### src/hw/root_hub_descriptor_config_defines.svh
// Offsets, field positions, reset values and timing counts of the root hub descriptor
`ifndef ROOT_HUB_DESCRIPTOR_CONFIG_DEFINES_SVH
`define ROOT_HUB_DESCRIPTOR_CONFIG_DEFINES_SVH

// Register byte address and low decode bits
`define RHD_A_ADDR         32'h90101048
`define RHD_A_OFFSET       12'h048

// Field positions
`define RHD_PGW_MSB        31
`define RHD_PGW_LSB        24
`define RHD_NOOC_BIT       12
`define RHD_OCRM_BIT       11
`define RHD_CDF_BIT        10
`define RHD_PSWM_BIT       9
`define RHD_PSA_BIT        8
`define RHD_NPORT_MSB      7
`define RHD_NPORT_LSB      0

// Implementation reset values
`define RHD_PGW_RESET      8'h01
`define RHD_NOOC_RESET     1'h0
`define RHD_PSWM_RESET     1'h1
`define RHD_PSA_RESET      1'h0
`define RHD_NPORT_VALUE    8'h0f
`define RHD_CDF_VALUE      1'h0
`define RHD_NPORT_MAX      8'h0f

// Power-good wait unit
`define RHD_PGW_UNIT_MS    2
`define RHD_CLK_MHZ        250
`define RHD_CYC_PER_UNIT   (`RHD_PGW_UNIT_MS * 1000 * `RHD_CLK_MHZ)

`endif

### src/hw/root_hub_descriptor_config_pkg.sv
// Types shared by the root hub descriptor block
package root_hub_descriptor_config_pkg;

  typedef struct packed {
    logic [7:0] power_good_wait_units;
    logic       no_overcurrent_protect;
    logic       overcurrent_report_mode;
    logic       power_switch_mode;
    logic       power_switch_absent;
  } rhd_fields_t;

  typedef struct packed {
    logic        psel;
    logic        penable;
    logic        pwrite;
    logic [31:0] paddr;
    logic [31:0] pwdata;
    logic [3:0]  pstrb;
  } apb_req_t;

  typedef struct packed {
    logic        pready;
    logic        pslverr;
    logic [31:0] prdata;
  } apb_rsp_t;

  typedef enum logic [1:0] {
    PWR_GANGED      = 2'b00,
    PWR_PER_PORT    = 2'b01,
    PWR_ALWAYS_ON   = 2'b11
  } power_mode_t;

  typedef enum logic [1:0] {
    OC_COLLECTIVE   = 2'b00,
    OC_PER_PORT     = 2'b01,
    OC_NONE         = 2'b11
  } oc_mode_t;

endpackage : root_hub_descriptor_config_pkg

### src/hw/root_hub_descriptor_config.sv
// Root hub descriptor register with APB slave and decoded mode outputs
//
// The APB slave port was decided locally.
`timescale 1ns/1ps
`default_nettype none
`include "root_hub_descriptor_config_defines.svh"

// Notes on behaviour
// - Top byte is read/write power-good wait, one unit equals 2 ms.
// - Bit 12 set means no overcurrent protection; clear lets bit 11 choose.
// - Bit 11 picks collective or per-port overcurrent reporting, only if bit 12 clear.
// - Overcurrent mode resets to the same value as power switch mode.
// - Bit 10 is read-only and always reads zero.
// - Bit 9 clear powers ports together, set powers each port individually.
// - Per-port mode: masked ports obey port commands, unmasked follow global switch.
// - Bit 8 set means ports always powered; clear means power switched.
// - Bits 7 to 0 report port count, between one and fifteen, read-only.
// - Wait, overcurrent and power switch fields are software writable.
// - Register is accessed only as whole 32-bit words.
// - Writes are accepted in any host controller operational state.

module root_hub_descriptor_config (
  // Clock and reset
  input  wire logic                                  pclk,
  input  wire logic                                  presetn,
  // APB slave
  input  wire root_hub_descriptor_config_pkg::apb_req_t apb_req,
  output var  root_hub_descriptor_config_pkg::apb_rsp_t apb_rsp,
  // Per-port power mask and power commands
  input  wire logic [15:0]                           port_power_mask,
  input  wire logic                                  global_power_command,
  input  wire logic                                  global_power_value,
  input  wire logic [15:0]                           per_port_power_command,
  input  wire logic [15:0]                           per_port_power_value,
  // Decoded configuration
  output var  root_hub_descriptor_config_pkg::power_mode_t power_mode,
  output var  root_hub_descriptor_config_pkg::oc_mode_t    oc_mode,
  output logic [7:0]                                 power_good_wait_units,
  output logic [31:0]                                power_good_wait_cycles,
  output logic [15:0]                                port_power_on
);
  import root_hub_descriptor_config_pkg::*;

  // ==========================================================
  // Register state
  rhd_fields_t fields_r;
  logic [15:0] port_pwr_r;
  wire logic [15:0] port_pwr_nxt;
  logic [31:0] prdata_r;

  // ==========================================================
  // Decode
  wire logic        sel_reg;
  wire logic        full_word;
  wire logic        wr_hit;
  wire logic        rd_take;
  wire logic        bad_acc;
  wire logic [31:0] reg_word;
  wire logic        rd_acc;
  wire logic        wr_acc;

  assign sel_reg   = (apb_req.paddr[11:0] == `RHD_A_OFFSET);
  assign full_word = (apb_req.pstrb == 4'hf);
  assign wr_hit    = apb_req.psel && apb_req.penable && apb_req.pwrite
                     && sel_reg && full_word;
  assign rd_take   = apb_req.psel && !apb_req.penable && !apb_req.pwrite;
  assign bad_acc   = !sel_reg || (apb_req.pwrite && !full_word);
  assign rd_acc    = apb_req.psel && apb_req.penable && !apb_req.pwrite;
  assign wr_acc    = apb_req.psel && apb_req.penable && apb_req.pwrite;

  // Bits 23..13 and bit 10 forced to zero, port count constant
  assign reg_word = {fields_r.power_good_wait_units,
                     11'h000,
                     fields_r.no_overcurrent_protect,
                     fields_r.overcurrent_report_mode,
                     `RHD_CDF_VALUE,
                     fields_r.power_switch_mode,
                     fields_r.power_switch_absent,
                     `RHD_NPORT_VALUE};

  // ==========================================================
  // APB answer: zero wait states, error on unmapped or partial write
  assign apb_rsp.pready  = 1'b1;
  assign apb_rsp.pslverr = apb_req.psel && apb_req.penable && bad_acc;
  assign apb_rsp.prdata  = prdata_r;

  always_ff @(posedge pclk or negedge presetn) begin
    if (!presetn) begin
      fields_r.power_good_wait_units   <= `RHD_PGW_RESET;
      fields_r.no_overcurrent_protect  <= `RHD_NOOC_RESET;
      fields_r.overcurrent_report_mode <= `RHD_PSWM_RESET;
      fields_r.power_switch_mode       <= `RHD_PSWM_RESET;
      fields_r.power_switch_absent     <= `RHD_PSA_RESET;
    end else if (wr_hit) begin
      fields_r.power_good_wait_units   <= apb_req.pwdata[`RHD_PGW_MSB:`RHD_PGW_LSB];
      fields_r.no_overcurrent_protect  <= apb_req.pwdata[`RHD_NOOC_BIT];
      fields_r.overcurrent_report_mode <= apb_req.pwdata[`RHD_OCRM_BIT];
      fields_r.power_switch_mode       <= apb_req.pwdata[`RHD_PSWM_BIT];
      fields_r.power_switch_absent     <= apb_req.pwdata[`RHD_PSA_BIT];
    end
  end

  // Read data captured in setup so it is stable in the access phase
  always_ff @(posedge pclk or negedge presetn) begin
    if (!presetn) begin
      prdata_r <= 32'h00000000;
    end else if (rd_take) begin
      prdata_r <= sel_reg ? reg_word : 32'h00000000;
    end
  end

  // ==========================================================
  // Decoded modes
  assign power_mode = fields_r.power_switch_absent ? PWR_ALWAYS_ON :
                      (fields_r.power_switch_mode ? PWR_PER_PORT : PWR_GANGED);
  assign oc_mode    = fields_r.no_overcurrent_protect ? OC_NONE :
                      (fields_r.overcurrent_report_mode ? OC_PER_PORT : OC_COLLECTIVE);
  assign power_good_wait_units  = fields_r.power_good_wait_units;
  assign power_good_wait_cycles = 32'(fields_r.power_good_wait_units) * 32'(`RHD_CYC_PER_UNIT);

  // ==========================================================
  // Port power; bit 0 unused, ports 1..15
  assign port_pwr_nxt[0] = 1'b0;

  generate
    for (genvar i = 1; i < 16; i++) begin : g_port
      wire logic by_port;
      wire logic by_global;
      wire logic port_hit;
      assign by_port   = (power_mode == PWR_PER_PORT) && port_power_mask[i];
      assign by_global = !by_port && global_power_command;
      assign port_hit  = by_port && per_port_power_command[i];
      assign port_pwr_nxt[i] = (power_mode == PWR_ALWAYS_ON) ? 1'b1 :
                               port_hit  ? per_port_power_value[i] :
                               by_global ? global_power_value :
                               port_pwr_r[i];

      a_port_cmd: assert property (@(posedge pclk) disable iff (!presetn)
        (power_mode == PWR_PER_PORT && port_power_mask[i] && per_port_power_command[i])
          |=> port_power_on[i] == $past(per_port_power_value[i]))
        else $error("masked port missed its own command");

      a_port_global: assert property (@(posedge pclk) disable iff (!presetn)
        (power_mode == PWR_PER_PORT && !port_power_mask[i] && global_power_command)
          |=> port_power_on[i] == $past(global_power_value))
        else $error("unmasked port missed the global switch");
    end
  endgenerate

  always_ff @(posedge pclk or negedge presetn) begin
    if (!presetn) begin
      port_pwr_r <= 16'h0000;
    end else begin
      port_pwr_r <= port_pwr_nxt;
    end
  end

  assign port_power_on = port_pwr_r;

  // ==========================================================
  // Checks
  a_cdf_zero: assert property (@(posedge pclk) disable iff (!presetn)
    (apb_req.psel && apb_req.penable && !apb_req.pwrite) |-> !apb_rsp.prdata[`RHD_CDF_BIT])
    else $error("compound flag read as one");

  a_reserved_zero: assert property (@(posedge pclk) disable iff (!presetn)
    (apb_req.psel && apb_req.penable && !apb_req.pwrite) |-> apb_rsp.prdata[23:13] == 11'h000)
    else $error("reserved bits not zero");

  a_port_range: assert property (@(posedge pclk) disable iff (!presetn)
    (apb_req.psel && apb_req.penable && !apb_req.pwrite && sel_reg) |->
      (apb_rsp.prdata[7:0] != 8'h00 && apb_rsp.prdata[7:0] <= `RHD_NPORT_MAX))
    else $error("port count out of range");

  a_pgw_write: assert property (@(posedge pclk) disable iff (!presetn)
    wr_hit |=> power_good_wait_units == $past(apb_req.pwdata[31:24]))
    else $error("power-good wait not written");

  a_pgw_cycles: assert property (@(posedge pclk) disable iff (!presetn)
    power_good_wait_cycles == 32'(power_good_wait_units) * 32'd500000)
    else $error("wait cycles mismatch");

  a_partial_ignored: assert property (@(posedge pclk) disable iff (!presetn)
    (apb_req.psel && apb_req.penable && apb_req.pwrite && !full_word) |=> $stable(fields_r))
    else $error("partial write changed register");

  a_oc_mode: assert property (@(posedge pclk) disable iff (!presetn)
    fields_r.no_overcurrent_protect |-> oc_mode == OC_NONE)
    else $error("overcurrent mode ignores protect bit");

  a_always_on: assert property (@(posedge pclk) disable iff (!presetn)
    (power_mode == PWR_ALWAYS_ON) |=> port_power_on[15:1] == 15'h7fff)
    else $error("ports not powered in always-on mode");

  a_masked_port: assert property (@(posedge pclk) disable iff (!presetn)
    (power_mode == PWR_PER_PORT && port_power_mask[1] && !per_port_power_command[1])
      |=> port_power_on[1] == $past(port_power_on[1]))
    else $error("masked port followed global switch");

  // ==========================================================
  // Field writes
  a_fields_hold: assert property (@(posedge pclk) disable iff (!presetn)
    !wr_hit |=> $stable(fields_r))
    else $error("register changed without a full write");

  a_noprot_write: assert property (@(posedge pclk) disable iff (!presetn)
    wr_hit |=> fields_r.no_overcurrent_protect == $past(apb_req.pwdata[`RHD_NOOC_BIT]))
    else $error("no-protection bit not written");

  a_ocmode_write: assert property (@(posedge pclk) disable iff (!presetn)
    wr_hit |=> fields_r.overcurrent_report_mode == $past(apb_req.pwdata[`RHD_OCRM_BIT]))
    else $error("overcurrent mode bit not written");

  a_swmode_write: assert property (@(posedge pclk) disable iff (!presetn)
    wr_hit |=> fields_r.power_switch_mode == $past(apb_req.pwdata[`RHD_PSWM_BIT]))
    else $error("power switch mode bit not written");

  a_swabsent_write: assert property (@(posedge pclk) disable iff (!presetn)
    wr_hit |=> fields_r.power_switch_absent == $past(apb_req.pwdata[`RHD_PSA_BIT]))
    else $error("always-powered bit not written");

  // ==========================================================
  // Read data
  a_rd_wait: assert property (@(posedge pclk) disable iff (!presetn)
    (rd_acc && sel_reg) |->
      apb_rsp.prdata[`RHD_PGW_MSB:`RHD_PGW_LSB] == fields_r.power_good_wait_units)
    else $error("power-good wait read back wrong");

  a_rd_noprot: assert property (@(posedge pclk) disable iff (!presetn)
    (rd_acc && sel_reg) |->
      apb_rsp.prdata[`RHD_NOOC_BIT] == fields_r.no_overcurrent_protect)
    else $error("no-protection bit read back wrong");

  a_rd_ocmode: assert property (@(posedge pclk) disable iff (!presetn)
    (rd_acc && sel_reg) |->
      apb_rsp.prdata[`RHD_OCRM_BIT] == fields_r.overcurrent_report_mode)
    else $error("overcurrent mode bit read back wrong");

  a_rd_swmode: assert property (@(posedge pclk) disable iff (!presetn)
    (rd_acc && sel_reg) |->
      apb_rsp.prdata[`RHD_PSWM_BIT] == fields_r.power_switch_mode)
    else $error("power switch mode bit read back wrong");

  a_rd_swabsent: assert property (@(posedge pclk) disable iff (!presetn)
    (rd_acc && sel_reg) |->
      apb_rsp.prdata[`RHD_PSA_BIT] == fields_r.power_switch_absent)
    else $error("always-powered bit read back wrong");

  a_rd_count: assert property (@(posedge pclk) disable iff (!presetn)
    (rd_acc && sel_reg) |->
      apb_rsp.prdata[`RHD_NPORT_MSB:`RHD_NPORT_LSB] == `RHD_NPORT_VALUE)
    else $error("port count read back wrong");

  a_rd_unmapped: assert property (@(posedge pclk) disable iff (!presetn)
    (rd_acc && !sel_reg) |->
      apb_rsp.prdata == 32'h00000000)
    else $error("unmapped read returned data");

  // ==========================================================
  // Bus answer
  a_zero_wait: assert property (@(posedge pclk) disable iff (!presetn)
    (apb_req.psel && apb_req.penable) |-> apb_rsp.pready)
    else $error("access phase not answered");

  a_unmapped_err: assert property (@(posedge pclk) disable iff (!presetn)
    (apb_req.psel && apb_req.penable && !sel_reg) |-> apb_rsp.pslverr)
    else $error("unmapped access not flagged");

  a_partial_err: assert property (@(posedge pclk) disable iff (!presetn)
    (wr_acc && !full_word) |-> apb_rsp.pslverr)
    else $error("partial write not flagged");

  a_good_no_err: assert property (@(posedge pclk) disable iff (!presetn)
    (apb_req.psel && apb_req.penable && sel_reg && (!apb_req.pwrite || full_word))
      |-> !apb_rsp.pslverr)
    else $error("good access flagged as error");

  a_bad_wr_hold: assert property (@(posedge pclk) disable iff (!presetn)
    (wr_acc && !sel_reg) |=> $stable(fields_r))
    else $error("unmapped write changed register");

  // ==========================================================
  // Decoded modes
  a_oc_collective: assert property (@(posedge pclk) disable iff (!presetn)
    (!fields_r.no_overcurrent_protect && !fields_r.overcurrent_report_mode)
      |-> oc_mode == OC_COLLECTIVE)
    else $error("collective overcurrent mode not decoded");

  a_oc_per_port: assert property (@(posedge pclk) disable iff (!presetn)
    (!fields_r.no_overcurrent_protect && fields_r.overcurrent_report_mode)
      |-> oc_mode == OC_PER_PORT)
    else $error("per-port overcurrent mode not decoded");

  a_oc_protected: assert property (@(posedge pclk) disable iff (!presetn)
    !fields_r.no_overcurrent_protect |-> oc_mode != OC_NONE)
    else $error("protection reported absent while bit clear");

  a_pm_ganged: assert property (@(posedge pclk) disable iff (!presetn)
    (!fields_r.power_switch_absent && !fields_r.power_switch_mode)
      |-> power_mode == PWR_GANGED)
    else $error("ganged power mode not decoded");

  a_pm_per_port: assert property (@(posedge pclk) disable iff (!presetn)
    (!fields_r.power_switch_absent && fields_r.power_switch_mode)
      |-> power_mode == PWR_PER_PORT)
    else $error("per-port power mode not decoded");

  a_pm_always: assert property (@(posedge pclk) disable iff (!presetn)
    fields_r.power_switch_absent |-> power_mode == PWR_ALWAYS_ON)
    else $error("always-powered mode not decoded");

  a_pm_switched: assert property (@(posedge pclk) disable iff (!presetn)
    !fields_r.power_switch_absent |-> power_mode != PWR_ALWAYS_ON)
    else $error("switched ports reported always powered");

  // ==========================================================
  // Ganged port power
  a_ganged_global: assert property (@(posedge pclk) disable iff (!presetn)
    (power_mode == PWR_GANGED && global_power_command)
      |=> port_power_on[15:1] == {15{$past(global_power_value)}})
    else $error("ganged ports missed the global switch");

  a_ganged_hold: assert property (@(posedge pclk) disable iff (!presetn)
    (power_mode == PWR_GANGED && !global_power_command) |=> $stable(port_power_on))
    else $error("ganged ports changed without a global command");

endmodule : root_hub_descriptor_config
`default_nettype wire

### config.mk
export PLATFORM = sky130hd
export DESIGN_NAME = root_hub_descriptor_config
export DESIGN_NICKNAME = d
export VERILOG_FILES = /design/src/hw/root_hub_descriptor_config_pkg.sv /design/src/hw/root_hub_descriptor_config.sv
export VERILOG_INCLUDE_DIRS = /design/src /design/src/hw
export SDC_FILE = /design/constraint.sdc
export NUM_CORES = 1
export LEC_CHECK = 0
export ABC_AREA = 1
export BUFFER_PORTS_ARGS = -buffer_cell sky130_fd_sc_hd__buf_2
export CAP_MARGIN = 10
export CORE_MARGIN = 2
export CORE_UTILIZATION = 43
export CTS_BUF_LIST = sky130_fd_sc_hd__clkbuf_16
export CTS_CLUSTER_DIAMETER = 150
export DETAILED_ROUTE_END_ITERATION = 10
export GPL_TIMING_DRIVEN = 0
export MAX_ROUTING_LAYER = met4
export PLACE_DENSITY = 0.87
export SLEW_MARGIN = 10
export SYNTH_ARGS = -nofsm -noshare
export SYNTH_HDL_FRONTEND = slang
export SYNTH_SLANG_ARGS = --single-unit
### constraint.sdc
create_clock -name pclk -period 3.75 [get_ports pclk]
set_input_delay 0.5625 -clock pclk [delete_from_list [all_inputs] [get_ports pclk]]
set_output_delay 0.5625 -clock pclk [all_outputs]
set_load 0.05 [all_outputs]
# Word level (Yosys, flattened, before mapping)

Cells that the tools add are included.
W data, S select, Z words.

Add/subtract/negate cells: 0
Multiply operators: 1
Divide/modulo/power cells: 0
$lt $le $gt $ge: 0
Equal/unequal tests: 4
Shift-type cells: 0
Muxes and demuxes: 50
Bitwise gates (word level): 0
Reduce and logical (&&, ||, !) cells: 88

Operators by type and width:

| operator                | count |
|---|---|
| $logic_and A1 B1 Y1     | 53 |
| $mux W1                 | 47 |
| $reduce_bool A3 Y1      | 15 |
| $mux W32                | 1 |
| $mul A8 B14 Y22 const B | 1 |
| $logic_not A1 Y1        | 19 |
| $eq A12 B7 Y1 const B   | 1 |
| $eq A4 B4 Y1 const B    | 1 |
| $mux W2                 | 2 |
| $eq A2 B1 Y1 const B    | 1 |
| $eq A2 B2 Y1 const B    | 1 |
| $logic_or A1 B1 Y1      | 1 |

Flip-flop bits (word level): 59
Latch bits: 0
RAM bits: 0
ROM bits: 0
Input port bits: 123
Output and inout bits: 94
Logic and storage cells: 164
Memories: 0

# Logic depth before layout (Yosys ltp)

Depth in word-level cells: 9
Depth in mapped cells: 17
Gate-level depth less buffers: 17

# Worst setup path before layout

Ideal clock, no wire load.

Kind: reg2out
Start point: register, netlist name power_good_wait_units[4]
End point: output power_good_wait_cycles[25]
Arrival: 3.567 ns
Required time: 3.188 ns
Slack: -0.379 ns
Cell stages (with the launch flop): 13
Buffers on the path: 0
Cell sequence: dfrtp_1 fa_1 ha_1 fa_1 inv_1 fa_1 inv_1 ha_1 a21oi_1 nand2_1 a21oi_1 nand3_1 nand2_1

Cells in the longest elaborated chain, start to end: 1

Ends and longest elaborated chain:

| element         | RTL line                          | text |
|---|---|---|
| $mul A8 B14 Y22 | root_hub_descriptor_config.sv:119 | `` assign power_good_wait_cycles = 32'(fields_r.power_good_wait_units) * 32'(`RHD_CYC_PER_UNIT); `` |
| end, declared   | root_hub_descriptor_config.sv:39  | `output logic [31:0] power_good_wait_cycles,` |

Every way passes these cells.

# Final worst setup path

Start point: register, netlist name power_good_wait_units[4]
End point: output power_good_wait_cycles[23]

Cells in the longest elaborated chain, start to end: 1

Ends and longest elaborated chain:

| element         | RTL line |
|---|---|
| $mul A8 B14 Y22 | root_hub_descriptor_config.sv:119 |

Every way passes these cells.

==> out/metrics.cfg <==
[sta]
tightest_slew_ns = 0.901
fmax_ghz = 0.230
finalSetupViolCount = 9
rsz0062_at_grt = true
period_share_pct = 116
max-slew-margin-rel_pct = 39.9
clock_skew_ns = 0.00522
setup_slack_ns = -0.607
min_period_ns = 4.36
slew_viol_final = 0
finalHoldViolCount = 0

[critical_path]
crit_type = flop to output port
endpoint_kind = output port
cp-start-kind = flop
crit_arrival_ns = 3.79
reg2reg_slack_ns = 2.19
cp_max_fo = 4
critPathRequiredTime_ns = 3.19

[cts]
cts.sinks = 40
clk_pin_slew_ns = 0.06
cts_tree = built
cts_buffers = 5
cts_hold_buf = 0
root_buffer = clkbuf_16
cts_max_level = 2
ctsLongestPathBuffers = 2
clkLatencyLatePin_ns = 0.28

[pwr]
power_mw = 1.18
vdd_drop_max_mv = 0.229
powerDensity_nw_per_um2 = 198
cellLeakagePower_nw = 3.65

[cells_and_area]
drive_above_1_share_pct = 39.3
syn_to_final_growth_pct = 39.8
finalNetCount = 977
antenna_cells = 0
postLayoutCellArea_um2 = 5960

[synth]
ys_ff_latch = 40
synth.largest_area_cell = dfrtp_1
yosys-top-cells-count = nand2_1 (192), inv_1 (93), ha_1 (55)
synthFlopType = dfrtp_1
yosys.area_share.simple_pct = 28.0
synth_cell_types = 31
ys_seq_area_share_pct = 23.6
avgSynthCellArea_um2 = 7.27
yosys.area_share.adder_pct = 24.1
yosys-top-cells-area = dfrtp_1 (22%), nand2_1 (17%), ha_1 (16%), inv_1 (8.2%), buf_4 (8.1%)
synth_edf_count = 0
synth-async-reset-ratio_pct = 100
yosysMostFrequentCell = nand2_1
yosys.area.top_type_share_pct = 21.7
synth-compound-area-share_pct = 5.13
yosysWarningCount = 0
syn_area_um2 = 4270
synthCells = 587
synth_xor_area_share_pct = 1.85
synth_top_family_by_area = simple AND/OR/NAND/NOR gates
synth_mux_area_share_pct = 0

[detailed_routing]
drt_iter0_drc = 201
wl_per_cell_um = 12.4
dr.pass1.iters = 5
drt_wl_total_mm = 11.4
num_vias = 4281
drc_errors = 0
via_per_inst = 4.67
drtAntennaViolNets = 0

[status]
failed_checks = negative setup slack
outcome = finished, violations left

[placement]
dpl_cell_area_um2 = 5370
post-dp-hpwl_mm = 8.64
gp_congestion = 0.900
io_buffer_count = 144

[die]
die_area_um2 = 10700
dieHeight_um = 104
io-pin-count = 217
die_w_um = 104
fp-row-count = 36
coreArea_um2 = 9680
start_util_pct = 44.0

[global_routing]
track_usage_pct = 20.8
grt_overflow = 0
grt_max_degree = 41
grt_pass1_vias = 4010
grt_pass1_wl_mm = 17.9
antenna_found_initial = 0

[min_path]
hold_path.class = input pin to asynchronous set/reset pin

[run]
drv_cap = 0

placed cells by master (no fill, tap or decap), drive strengths merged:
master / count
a21boi: 1
a21oi: 19
a31oi: 10
and2: 2
buf: 212
bufinv: 1
clkbuf: 7
clkinv: 2
conb: 28
dfrtp: 37
dfstp: 3
fa: 17
ha: 55
inv: 94
nand2: 193
nand3: 36
nand3b: 1
nand4: 10
nor2: 22
nor3: 5
nor3b: 1
o2111ai: 5
o21ai: 2
or2: 11
xnor2: 2
xor2: 7
state kept, by name (all words and copies together), names as in the netlist:
register               cells
fields_r                   4
port_power_on             15
power_good_wait_units      8
prdata_r                  13
stage by stage:
step                std cells  util [%]  setup TNS (ns)  worst slack [ns]  hold slack (ns)
finish                    916      61.6           -3.81            -0.607            0.415
CTS                       914      60.0           -3.28            -0.531            0.435
detailed placement        890      55.5           -2.97            -0.503            0.462
global route              916      61.6           -5.09            -0.723            0.491
floorplan                 613         -          -0.145           -0.0406            0.267
global placement          890      55.5           -2.88            -0.475            0.459
cell families (layout without fill, tap and decap cells):
logic type | after synthesis | count (layout)
simple gates | 281 | 281
buf+inv | 146 | 316
xor+xnor | 9 | 9
flops | 40 | 40
other cells | 2 | 28
compound gates | 37 | 37
fa+ha+maj | 72 | 72
path summary, 6_finish.rpt:
check                                         start                         end  cells after the start
setup / recovery           power_good_wait_units[4]  power_good_wait_cycles[23]                     15
hold reg to reg                         fields_r[2]                 fields_r[2]                      2
setup reg to reg                        fields_r[1]           port_power_on[14]                      6
max in group asynchronous                   presetn    power_good_wait_units[4]                      1
min in group pclk                       fields_r[2]                 fields_r[2]                      2
hold / removal                              presetn            port_power_on[7]                      1
final cells by class:
class | instances | area (um2)
plain buffers | 52 | 379
fillers | 881 | 3720
flip-flops and latches | 40 | 1010
clock buffers | 5 | 125
well taps | 133 | 166
inverters | 94 | 355
multi-input cells | 427 | 2940
repair buffers | 162 | 950
clock inverters | 3 | 38.8
where the power goes:
part | switching [mW] | total [mW] | leakage [nW] | internal, mW
Combinational | 0.176 | 0.254 | 3.05 | 0.0785
Clock | 0.161 | 0.471 | 0.0850 | 0.310
Sequential | 0.00998 | 0.456 | 0.509 | 0.446
Total | 0.347 | 1.18 | 3.65 | 0.835
critical path, cell delays in order, from the launching register on:
cell     delay [ns]
dfrtp_2        0.45
fa_1           0.63
ha_1           0.25
inv_1          0.07
fa_1           0.44
fa_1           0.53
inv_2          0.05
ha_4           0.29
nand2_2        0.07
nor2_2         0.13
and2_1         0.14
nand2_1        0.08
nand3_1        0.10
nand2_2        0.08
nand2_4        0.08
buf_8          0.14
routing by layer:
metal | vias to the layer above | track usage [%] | share of wire (%)
met5 | - | - | 0
met3 | 22 | 2.77 | 5.1
li1 | 2162 | - | -
met1 | 1949 | 25.2 | 41
met2 | 148 | 36.1 | 51
met4 | 0 | 6.37 | 2.2
timing repair:
item / in CTS / in global routing
setup buffers: 16 / 2
pin swaps: 1 / 10
setup endpoints to repair: 10 / 12
resized for setup: 45 / 35
No activity file was read; power rests on OpenSTA's default activity.
